`src/spi_readback_defines.svh`:
```
// constants for the serial status readback block
//------------------------------------------------------------
// Notes on behaviour
// RULE1: select falling loads the selected status word
// RULE2: output shifts msb first while input shifts
// RULE3: first sixteen bits follow previous valid command
// RULE4: bits after sixteen echo received input bits
// RULE5: select rising accepts only multiples of sixteen
// RULE6: select rising floats output, reopens fault capture
// RULE7: five select bits choose the returned low field
// RULE8: upper two select bits choose the output
// RULE9: selection persists until next select command
// RULE10: status frozen at select fall, accumulated since
// RULE11: invalid frame leaves selection and status unchanged
// RULE12: bit fifteen echoes previous watchdog toggle bit
// RULE13: bits fourteen to ten echo select bits
// RULE14: bit nine high in normal operation
// RULE15: fault word holds the nine fault flags
// RULE16: configuration selections return programmed fields
// RULE17: diagnostic selections return flags, inputs, ident
// RULE18: power-on flag cleared only by reading it
// RULE19: host clocks whole words, selects before relying
//------------------------------------------------------------
`ifndef SPI_READBACK_DEFINES_SVH
`define SPI_READBACK_DEFINES_SVH

`define WORD_W      16
`define DATA_W      9
`define CNT_W       4
`define OUT_N       4
`define SEL_W       5
`define MEM_AW      4
`define MEM_DEPTH   16
`define SYNC_W      7
`define CNT_ZERO    4'h0
`define CNT_ONE     4'h1
`define SYNC_RESET  7'h02
`define EDGE_RESET  2'h2
`define POR_RESET   1'b1
// command and returned word fields
`define CMD_WD      15
`define CMD_OUT_HI  14
`define CMD_OUT_LO  13
`define CMD_ADDR_HI 12
`define CMD_ADDR_LO 10
`define CMD_SEL_HI  4
`define CMD_SEL_LO  0
`define OD_NM       9
`define DUTY_HI     7
// register kinds in the low select bits, outputs in the upper two
`define ADDR_STATUS 3'h0
`define ADDR_DUTY   3'h1
`define ADDR_CONF0  3'h2
`define ADDR_CONF1  3'h3
`define ADDR_OCR    3'h4
`define ADDR_GCR    3'h5
`define ADDR_DIAG   3'h7
`define OUT_GLOBAL  2'h0
`define OUT_DIAG1   2'h1
`define OUT_DIAG2   2'h2
// accumulated fault vector layout
`define FLT_W       26
`define FLT_OC      0
`define FLT_SC      4
`define FLT_OT      8
`define FLT_OS      12
`define FLT_OLOFF   16
`define FLT_OLON    20
`define FLT_OV      24
`define FLT_UV      25

`endif

```
`src/spi_readback_pkg.sv`:
```
// types shared by the serial status readback block
`include "spi_readback_defines.svh"

package spi_readback_pkg;
   typedef enum logic {LINK_IDLE, LINK_FRAME} link_state_t;
   typedef logic [`WORD_W-1:0] word_t;
   typedef logic [`DATA_W-1:0] field_t;
endpackage : spi_readback_pkg

```
`src/spi_status_readback.sv`:
```
// serial status readback: pin sampling, shift path, readback select
`include "spi_readback_defines.svh"

module spi_status_readback
   import spi_readback_pkg::*;
#(
   // identification pattern, value arbitrary
   parameter field_t PRODUCT_IDENT = 9'h0A4
)
(
   // clock and reset
   input  wire logic              ref_clk,
   input  wire logic              reset_n,
   // serial link pins
   input  wire logic              sclk,
   input  wire logic              cs_n,
   input  wire logic              si,
   output logic                   so_out,
   output logic                   so_oe,
   // per-output fault sources
   input  wire logic [`OUT_N-1:0] overcurrent_flag,
   input  wire logic [`OUT_N-1:0] severe_short_flag,
   input  wire logic [`OUT_N-1:0] overtemperature_flag,
   input  wire logic [`OUT_N-1:0] short_to_supply_flag,
   input  wire logic [`OUT_N-1:0] open_load_off_flag,
   input  wire logic [`OUT_N-1:0] open_load_on_flag,
   // global status sources
   input  wire logic              undervoltage_flag,
   input  wire logic              overvoltage_flag,
   input  wire logic              por_event,
   input  wire logic              normal_operation_flag,
   // diagnostic sources
   input  wire logic              clock_fail,
   input  wire logic              cal_fail,
   input  wire logic              thermal_prewarning,
   input  wire logic              watchdog_active,
   input  wire logic [`OUT_N-1:0] direct_in,
   // state shown to the rest of the device
   output logic [`SEL_W-1:0]      readback_select_bits,
   output logic                   watchdog_toggle_echo,
   output field_t                 global_config_register
);

   //---------------------------------------------------------
   // pin synchronisers
   //---------------------------------------------------------
   logic [`SYNC_W-1:0] pin_raw;
   logic [`SYNC_W-1:0] sync1_q;
   logic [`SYNC_W-1:0] sync2_q;
   logic [1:0]         edge_q;
   logic               sclk_s;
   logic               cs_s;
   logic               si_s;
   logic [`OUT_N-1:0]  in_s;
   logic               sclk_rise;
   logic               sclk_fall;
   logic               cs_fall;
   logic               cs_rise;

   assign pin_raw = {direct_in, si, cs_n, sclk};

   // two stages, then one more for edge finding
   always_ff @(posedge ref_clk or negedge reset_n)
   begin
      if (!reset_n)
      begin
         sync1_q <= `SYNC_RESET;
         sync2_q <= `SYNC_RESET;
         edge_q  <= `EDGE_RESET;
      end
      else
      begin
         sync1_q <= pin_raw;
         sync2_q <= sync1_q;
         edge_q  <= sync2_q[1:0];
      end
   end

   // edges seen only after the second stage
   assign sclk_s    = sync2_q[0];
   assign cs_s      = sync2_q[1];
   assign si_s      = sync2_q[2];
   assign in_s      = sync2_q[`SYNC_W-1:3];
   assign sclk_rise = sclk_s & ~edge_q[0];
   assign sclk_fall = ~sclk_s & edge_q[0];
   assign cs_fall   = ~cs_s & edge_q[1];
   assign cs_rise   = cs_s & ~edge_q[1];

   //---------------------------------------------------------
   // link state and shift path
   //---------------------------------------------------------
   link_state_t       state_q;
   link_state_t       state_d;
   logic [`CNT_W-1:0] cnt_q;
   logic [`CNT_W-1:0] cnt_d;
   logic              got_q;
   logic              got_d;
   word_t             rx_q;
   word_t             rx_d;
   word_t             shreg_q;
   word_t             shreg_d;
   word_t             tx_word;
   logic              len_ok;
   logic              commit;

   // frame length check on chip select rising
   assign len_ok = got_q && (cnt_q == `CNT_ZERO); // [RULE5]
   assign commit = (state_q == LINK_FRAME) && cs_rise && len_ok;

   always_comb
   begin
      state_d = state_q;
      cnt_d   = cnt_q;
      got_d   = got_q;
      rx_d    = rx_q;
      shreg_d = shreg_q;
      case (state_q)
         LINK_IDLE:
         begin
            if (cs_fall)
            begin
               state_d = LINK_FRAME;
               cnt_d   = `CNT_ZERO;
               got_d   = 1'b0;
               shreg_d = tx_word; // [RULE1] [RULE3]
            end
         end
         LINK_FRAME:
         begin
            if (cs_rise)
               state_d = LINK_IDLE;
            if (sclk_rise && !cs_rise)
            begin
               rx_d  = {rx_q[`WORD_W-2:0], si_s};
               cnt_d = cnt_q + `CNT_ONE;
               got_d = 1'b1;
            end
            // msb leaves first, received bits follow
            if (sclk_fall && !cs_rise)
               shreg_d = {shreg_q[`WORD_W-2:0], rx_q[0]}; // [RULE2] [RULE4]
         end
         default: state_d = LINK_IDLE;
      endcase
   end

   always_ff @(posedge ref_clk or negedge reset_n)
   begin
      if (!reset_n)
      begin
         state_q <= LINK_IDLE;
         cnt_q   <= `CNT_ZERO;
         got_q   <= 1'b0;
         rx_q    <= '0;
         shreg_q <= '0;
      end
      else
      begin
         state_q <= state_d;
         cnt_q   <= cnt_d;
         got_q   <= got_d;
         rx_q    <= rx_d;
         shreg_q <= shreg_d;
      end
   end

   // output floats outside a frame
   assign so_out = shreg_q[`WORD_W-1];
   assign so_oe  = (state_q == LINK_FRAME); // [RULE6]

   //---------------------------------------------------------
   // command decode and readback state
   //---------------------------------------------------------
   logic [2:0]        cmd_addr;
   logic [1:0]        cmd_out;
   logic [2:0]        wr_kind;
   logic [2:0]        rd_kind;
   logic [1:0]        out_i;
   logic [2:0]        sel_kind;
   logic [`SEL_W-1:0] sel_q;
   logic [`SEL_W-1:0] sel_d;
   logic              wd_q;
   logic              wd_d;
   field_t            gcr_q;
   field_t            gcr_d;
   logic              por_q;
   logic              por_d;
   logic              load_fault_q;
   logic              load_fault_d;
   logic [`FLT_W-1:0] acc_q;
   logic [`FLT_W-1:0] acc_d;
   logic [`FLT_W-1:0] fault_live;
   logic              mem_wr;
   field_t            rd_data;
   field_t            low;

   assign cmd_addr = rx_q[`CMD_ADDR_HI:`CMD_ADDR_LO];
   assign cmd_out  = rx_q[`CMD_OUT_HI:`CMD_OUT_LO];
   assign wr_kind  = cmd_addr - `ADDR_DUTY;
   assign out_i    = sel_q[`SEL_W-1:`SEL_W-2]; // [RULE8]
   assign sel_kind = sel_q[2:0];
   assign rd_kind  = sel_kind - `ADDR_DUTY;
   assign fault_live = {undervoltage_flag, overvoltage_flag,
                        open_load_on_flag, open_load_off_flag,
                        short_to_supply_flag, overtemperature_flag,
                        severe_short_flag, overcurrent_flag};
   assign mem_wr = commit && (cmd_addr >= `ADDR_DUTY)
                   && (cmd_addr <= `ADDR_OCR);

   always_comb
   begin
      sel_d        = sel_q;
      wd_d         = wd_q;
      gcr_d        = gcr_q;
      por_d        = por_q;
      acc_d        = acc_q;
      load_fault_d = load_fault_q;
      // faults gather between frames, frozen inside one
      if (state_q == LINK_IDLE)
      begin
         acc_d = acc_q | fault_live; // [RULE10]
         if (cs_fall)
            load_fault_d = (sel_kind == `ADDR_STATUS);
      end
      // only a good frame stores and restarts fault capture
      if (commit)
      begin
         acc_d = fault_live;    // [RULE6] [RULE11]
         wd_d  = rx_q[`CMD_WD]; // [RULE12]
         if (cmd_addr == `ADDR_STATUS)
            sel_d = rx_q[`CMD_SEL_HI:`CMD_SEL_LO]; // [RULE9]
         if ((cmd_addr == `ADDR_GCR) && (cmd_out == `OUT_GLOBAL))
            gcr_d = rx_q[`DATA_W-1:0];
         if (load_fault_q)
            por_d = 1'b0; // [RULE18]
      end
      // a new power-on event beats the clearing read
      if (por_event)
         por_d = 1'b1;
   end

   always_ff @(posedge ref_clk or negedge reset_n)
   begin
      if (!reset_n)
      begin
         sel_q        <= '0;
         wd_q         <= 1'b0;
         gcr_q        <= '0;
         por_q        <= `POR_RESET;
         load_fault_q <= 1'b0;
         acc_q        <= '0;
      end
      else
      begin
         sel_q        <= sel_d;
         wd_q         <= wd_d;
         gcr_q        <= gcr_d;
         por_q        <= por_d;
         load_fault_q <= load_fault_d;
         acc_q        <= acc_d;
      end
   end

   cfg_store cfg_store_inst
   (
      .ref_clk (ref_clk),
      .reset_n (reset_n),
      .wr_en   (mem_wr),
      .wr_addr ({cmd_out, wr_kind[1:0]}),
      .wr_data (rx_q[`DATA_W-1:0]),
      .rd_addr ({out_i, rd_kind[1:0]}),
      .rd_data (rd_data)
   );

   //---------------------------------------------------------
   // returned word assembly
   //---------------------------------------------------------
   always_comb
   begin
      low = '0;
      case (sel_kind) // [RULE7]
         `ADDR_STATUS:
            low = {por_q, acc_q[`FLT_UV], acc_q[`FLT_OV],
                   acc_q[`FLT_OLON + out_i], acc_q[`FLT_OLOFF + out_i],
                   acc_q[`FLT_OS + out_i], acc_q[`FLT_OT + out_i],
                   acc_q[`FLT_SC + out_i], acc_q[`FLT_OC + out_i]}; // [RULE15]
         `ADDR_DUTY: low = {1'b0, rd_data[`DUTY_HI:0]}; // [RULE16]
         `ADDR_CONF0, `ADDR_CONF1, `ADDR_OCR: low = rd_data; // [RULE16]
         `ADDR_GCR:
            low = (out_i == `OUT_GLOBAL) ? gcr_q : '0;
         `ADDR_DIAG:
            case (out_i) // [RULE17]
               `OUT_GLOBAL: low = {6'h00, clock_fail, cal_fail,
                                   thermal_prewarning};
               `OUT_DIAG1:  low = {4'h0, in_s, watchdog_active};
               `OUT_DIAG2:  low = PRODUCT_IDENT;
               default:     low = '0;
            endcase
         default: low = '0;
      endcase
      tx_word = {wd_q, sel_q, normal_operation_flag, low}; // [RULE13] [RULE14]
   end

   assign readback_select_bits   = sel_q;
   assign watchdog_toggle_echo   = wd_q;
   assign global_config_register = gcr_q;
endmodule : spi_status_readback

```
`src/cfg_store.sv`:
```
// per-output configuration store with registered read data
`include "spi_readback_defines.svh"

module cfg_store
   import spi_readback_pkg::*;
(
   // clock and reset
   input  wire logic               ref_clk,
   input  wire logic               reset_n,
   // write port
   input  wire logic               wr_en,
   input  wire logic [`MEM_AW-1:0] wr_addr,
   input  wire field_t             wr_data,
   // read port
   input  wire logic [`MEM_AW-1:0] rd_addr,
   output field_t                  rd_data
);

   field_t mem_q [`MEM_DEPTH];
   field_t mem_d [`MEM_DEPTH];
   field_t rd_d;

   // write decode and read select
   always_comb
   begin
      mem_d = mem_q;
      if (wr_en)
      begin
         mem_d[wr_addr] = wr_data;
      end
      rd_d = mem_q[rd_addr];
   end

   // storage and read register, all fields default to zero
   always_ff @(posedge ref_clk or negedge reset_n)
   begin
      if (!reset_n)
      begin
         for (int i = 0; i < `MEM_DEPTH; i++)
         begin
            mem_q[i] <= '0;
         end
         rd_data <= '0;
      end
      else
      begin
         mem_q   <= mem_d;
         rd_data <= rd_d;
      end
   end

endmodule : cfg_store

```
`config.mk`:
```
export PLATFORM = sky130hd
export DESIGN_NAME = spi_status_readback
export DESIGN_NICKNAME = d
export VERILOG_FILES = /design/src/spi_readback_pkg.sv /design/src/spi_status_readback.sv /design/src/cfg_store.sv
export VERILOG_INCLUDE_DIRS = /design/src /design/src/src
export SDC_FILE = /design/constraint.sdc
export NUM_CORES = 1
export LEC_CHECK = 0
export BUFFER_PORTS_ARGS = -buffer_cell sky130_fd_sc_hd__buf_4
export CORE_ASPECT_RATIO = 2
export CORE_UTILIZATION = 35
export CTS_CLUSTER_DIAMETER = 200
export CTS_CLUSTER_SIZE = 16
export DETAILED_ROUTE_END_ITERATION = 16
export GPL_TIMING_DRIVEN = 1
export PLACE_DENSITY = 0.61
export RECOVER_POWER = 25
export SLEW_MARGIN = 20
export SYNTH_ARGS = -nofsm -noshare
export SYNTH_HDL_FRONTEND = slang
export SYNTH_HIERARCHICAL = 1
export SYNTH_SLANG_ARGS = --single-unit
```
`constraint.sdc`:
```
create_clock -name ref_clk -period 4 [get_ports ref_clk]
set_clock_uncertainty 0.2 [all_clocks]
set_input_delay 0.8 -clock ref_clk [delete_from_list [all_inputs] [get_ports ref_clk]]
set_output_delay 0.8 -clock ref_clk [all_outputs]
set_load 0.005 [all_outputs]
```
# ---- Word-level counts from Yosys, hierarchy flattened
# Cells that the tools add are included.
dict set report totals {
  input_bits 41
  regBits 250
}
dict set report classes {
  n_addsub 8
  n_eq_ne 13
  magnitude_cmp 11
  n_reduce_logical 25
  bitwise_logic 12
  n_mux 38
}
# cell count
set op_table {}
lappend op_table {{$bwmux 144} 1}
lappend op_table {{$mux 26} 2}
lappend op_table {{$pmux 9 s5} 1}
lappend op_table {{$bmux 9 s4} 1}
lappend op_table {{$demux 9 s4} 1}
lappend op_table {{$mux 9} 4}
lappend op_table {{$mux 16} 2}
lappend op_table {{$pmux 16 s2} 1}
lappend op_table {{$or 26x26->26} 1}
lappend op_table {{$bmux 1 s5} 5}
lappend op_table {{$pmux 8 s3} 1}
lappend op_table {{$reduce_and 2->1} 7}
lappend op_table {{$mux 1} 13}
lappend op_table {{$add 5x2->6 const A} 2}
lappend op_table {{$eq 3x3->1 const B} 4}
lappend op_table {{$lt 5x6->1 const B} 2}
lappend op_table {{$lt 6x6->1 const B} 2}
lappend op_table {{$add 4x2->5 const A} 2}
lappend op_table {{$ge 5x5->1 const B} 2}
lappend op_table {{$not 4->5} 2}
lappend op_table {{$logic_and 1x1->1} 9}
lappend op_table {{$mux 4} 2}
lappend op_table {{$pmux 4 s2} 1}
lappend op_table {{$eq 3x2->1 const B} 2}
lappend op_table {{other kinds (23)} 37}

# ---- Logic depth before layout (Yosys ltp)
dict set report depth {
  depth_word 7
  ltp_mapped 10
  mapped_depth_nobuf 9
}

# ---- Cells and area by module
# The synthesis kept the hierarchy.
# mod area_each_um2 seq_area_each_um2 cells_per_inst instances
set modules_own_cells {}
lappend modules_own_cells {cfg_store 6746.5 3828.7 412 1}
lappend modules_own_cells {spi_status_readback 4197.8 2432.3 324 1}

# ---- Worst setup path before layout
# OpenSTA, ideal clock, no wires.
dict set report synth_path {
  kind {register -> register}
  from {register sync2_q[1]}
  to {register cfg_store_inst/mem_q[54] (netlist bit)}
  arrival_ns 2.563
  required_time_ns 3.675
  setup_slack_ns 1.112
  synth_period_minus_slack_ns 2.888
  setup_ns 0.125
  path_buffers 3
  path_stages_with_launch 10
  cell_sequence {dfstp_2 -> and2b_1 -> nand4_2 -> clkbuf_1 -> buf_1 -> nor2_1 -> nor3b_2 -> nor2b_1 -> buf_2 -> mux2_2}
}
dict set report synth_via {
  elab_chain_cells 5
}
# item line_no
set synth_lines {}
lappend synth_lines {{from (decl)} spi_status_readback.sv:49} ;# logic [`SYNC_W-1:0] sync2_q;
lappend synth_lines {{from (signal assigned)} spi_status_readback.sv:68} ;# sync2_q <= `SYNC_RESET;
lappend synth_lines {{from (signal assigned)} spi_status_readback.sv:74} ;# sync2_q <= sync1_q;
lappend synth_lines {{$and 1x1->1} spi_status_readback.sv:87} ;# assign cs_rise = cs_s & ~edge_q[1];
lappend synth_lines {{$logic_and 1x1->1 (2 in a row)} spi_status_readback.sv:108} ;# assign commit = (state_q == LINK_FRAME) && cs_rise && len_ok;
lappend synth_lines {{$logic_and 1x1->1 (2 in a row)} spi_status_readback.sv:206} ;# assign mem_wr = commit && (cmd_addr >= `ADDR_DUTY)
lappend synth_lines {{named net mem_wr} spi_status_readback.sv:192} ;# logic mem_wr;
lappend synth_lines {{to (signal assigned)} cfg_store.sv:47} ;# mem_q <= mem_d;
lappend synth_lines {{to (decl)} cfg_store.sv:19} ;# field_t mem_q [`MEM_DEPTH];
# The timed path passes the listed nets, and every way through them passes these cells.
# A chain may end at the register's enable or synchronous reset.

# ---- Worst setup path after layout
dict set report layout_path {
  from {register sync2_q[1]}
  to {register cfg_store_inst/mem_q[19] (netlist bit)}
}
# Same word-level chain as after synthesis.

==> metrics.yaml <==
global_routing:
  grt_usage: 0.169
  grt_pass1_wl_mm: 41.1
  grt_max_degree: 87
  antenna_found_initial: 0
  gr-total-overflow: 0
  grt_pass1_vias: 7048
layout:
  layout.nets: 838
  fin_util: 0.401
  drive_gt1_frac: 0.423
  instances_no_fill: 1212
  diodes: 0
  fillCellCount: 2842
  multi_input_area_mm2: 0.00444
  finalInstanceArea_mm2: 0.0124
  syn_to_final_growth_pct: 13.0
  seq_area_mm2: 0.00626
critical_path:
  arrival_ns: 3.14
  worst-path-max-fanout: 9
  cp.required_ns: 4.19
  end_kind: "flip-flop"
  endpoint: "cfg_store_inst/mem_q[19]$_DFFE_PN0P_"
  startpoint_type: "flip-flop"
  rrSetupSlack_ns: 1.05
  reg2reg_from: "sync2_q[1]$_DFF_PN1_"
  crit_start: "sync2_q[1]$_DFF_PN1_"
  r2r-end: "cfg_store_inst/mem_q[19]$_DFFE_PN0P_"
  criticalPathCategory: "reg -> reg"
  rr_worst_depth: 6
cts:
  clk_pin_slew_ns: 0.07
  clock_path_buffers: 3
  postCtsResizedCells: 0
  cts_tree: "yes"
  h-tree-depth: 1
  clock_sinks: 250
  cts-buffers-inserted: 19
  clock_latency_ns: 0.51
  cts_root_buffer: "clkbuf_16"
  holdBufCountCts: 0
  postCtsSetupBuffers: 0
worst_hold_path:
  min-delay-path-class: "reg -> reg"
  hold_path_depth: 0
pwr:
  swShare: 0.323
  p_sw_mw: 2.00
  ir_drop_mv: 0.322
  powerDensity_mw_per_mm2: 502
  p_int_mw: 4.20
  total_power_mw: 6.21
  p_clk_frac: 0.279
  p_leak_nw: 5.71
  p_comb_frac: 0.218
  seq_power_share: 0.504
timing:
  setup_tns_ns: 0
  hold_viol_final: 0
  period_needed_ns: 2.95
  grt_setup_unrepaired: "no"
  fmax_mhz: 339
  slew-limit-headroom: -0.506
  period_share: 0.738
  slew_violations: 86
  setup_viol: 0
  tightestPinTransition_ns: 2.26
routing:
  drc_errors: 0
  initialDrtViolationCount: 281
  wire_per_inst_um: 21.2
  ant_nets: 0
  dr.pass1.iters: 4
  routed_via_density: 5.24
  routed_wl_mm: 25.8
  routed-via-count: 6351
floorplanning:
  rows: 91
  ios: 58
  fp.dieW_um: 127
  fp.dieH_um: 252
  die_area_mm2: 0.0320
  design.core.area_mm2: 0.0309
  initial_utilization: 0.355
synth:
  seq_area_frac_synth: 0.572
  yosysTopAreaCell: "dfrtp_1"
  syn-cell-area_mm2: 0.0109
  async_reset_ff_frac: 1.00
  synth_most_common_cell: "dfrtp_1"
  synth_top_area_frac: 0.562
  ys_seq_elements: 250
  postSynthAreaPerCell_um2: 14.9
  synth_edf_count: 0
  synth_area_leaders: "dfrtp_1, mux2_2, mux4_2"
  yosys_most_used_dff: "dfrtp_1"
  yosysWarnings: 6
  ys_types: 54
  synthCells: 736
  synth_nets: 784
  ys_top_cells_by_count: "dfrtp_1, mux2_2, mux4_2"
outcome:
  violations: "capacitance limit, slew limit"
  status: "finished with violations"
placement:
  io_buffers: 57
  dpl.hpwl_mm: 18.2
  gp_congestion: 0.886
  place_area_mm2: 0.0119
  dp_cells: 1187
flow_run:
  maxCapViolCount: 1
[layer usage]
layer	wire length, um	up-vias	track usage
li1	-	2810	-
met2	15000	89	0.338
met3	531	42	0.0125
met4	876	0	0.0714
met5	0	-	0
met1	9310	3410	0.177
[power groups by stage]
stage | clock [mW] | sequential, mW | combinational, mW
floorplan | 0 | 2.92 | 1.01
global placement | 0 | 3.17 | 1.36
detailed placement | 0 | 3.18 | 1.37
CTS | 1.78 | 3.13 | 1.37
global route | 1.86 | 3.17 | 1.46
finish | 1.73 | 3.13 | 1.35
[metrics by stage]
step	setup slack (ns)	hold WS, ns
6_report	1.05	0.153
5_1_grt	0.777	0.167
4_1_cts	1.02	0.113
3_5_place_dp	1.06	0.137
3_3_place_gp	1.11	0.134
2_1_floorplan	1.11	0.131
[cells by family (layout without fill, tap and decap cells)]
kind of cell,after synthesis,in the layout,share of synthesized area
simple gates,99,99,0.0510
compound gates,94,94,0.0660
mux,226,226,0.278
flops,250,250,0.572
buf+inv,58,116,0.0237
xor+xnor,2,2,0.00160
fa+ha+maj,7,7,0.00800
[how the worst min path moves through the flow]
stage,endpoint,slack [ns],from
finish,sync2_q[0]$_DFF_PN0_,0.15,sync1_q[0]$_DFF_PN0_
global route,sync2_q[0]$_DFF_PN0_,0.17,sync1_q[0]$_DFF_PN0_
CTS,cfg_store_inst/mem_q[127]$_DFFE_PN0P_,0.11,reset_n
detailed placement,sync2_q[4]$_DFF_PN0_,0.14,sync1_q[4]$_DFF_PN0_
global placement,sync2_q[2]$_DFF_PN0_,0.13,sync1_q[2]$_DFF_PN0_
floorplan,sync2_q[0]$_DFF_PN0_,0.13,sync1_q[0]$_DFF_PN0_
[layout by cell type, fill, tap and decap left out, types with 5 or more instances in the layout]
cell type    n
nand3_1      8
ha_1         7
mux2i_1     10
nor2_1      16
a22o_1      29
dfrtp_1    246
clkbuf_1     5
clkbuf_16   19
mux2_4       9
a221oi_1     5
a22oi_1     20
clkbuf_4     7
o21ai_0      6
mux2_2     165
inv_1       14
a21oi_1     12
nand2b_1     9
nor2_2       9
mux4_2      42
buf_4       66
nand2_1     29
[critical path, stage by stage (launching register included)]
cell      delay (ns)
dfstp_1         0.55
and2b_1         0.28
nand4_2         0.19
nor2_1          0.40
nand3b_1        0.26
nor2_2          0.54
mux2_2          0.41
[area by class of cell]
class	count	area share
tap	418	0.0423
clock buffer	24	0.0400
sequential	250	0.506
inverter	15	0.00455
multi-input combinational	428	0.359
timing repair buffer	76	0.0468
clock inverter	1	0.000708
[state kept, by name, summed over array words and instances (netlist names), 2 cells and up]
register                cells
acc_q                      26
cfg_store_inst/mem_q      144
cfg_store_inst/rd_data      9
cnt_q                       4
edge_q                      2
global_config_register      9
readback_select_bits        5
rx_q                       16
shreg_q                    16
sync1_q                     7
sync2_q                     7
No activity file was read; power rests on OpenSTA's default activity.
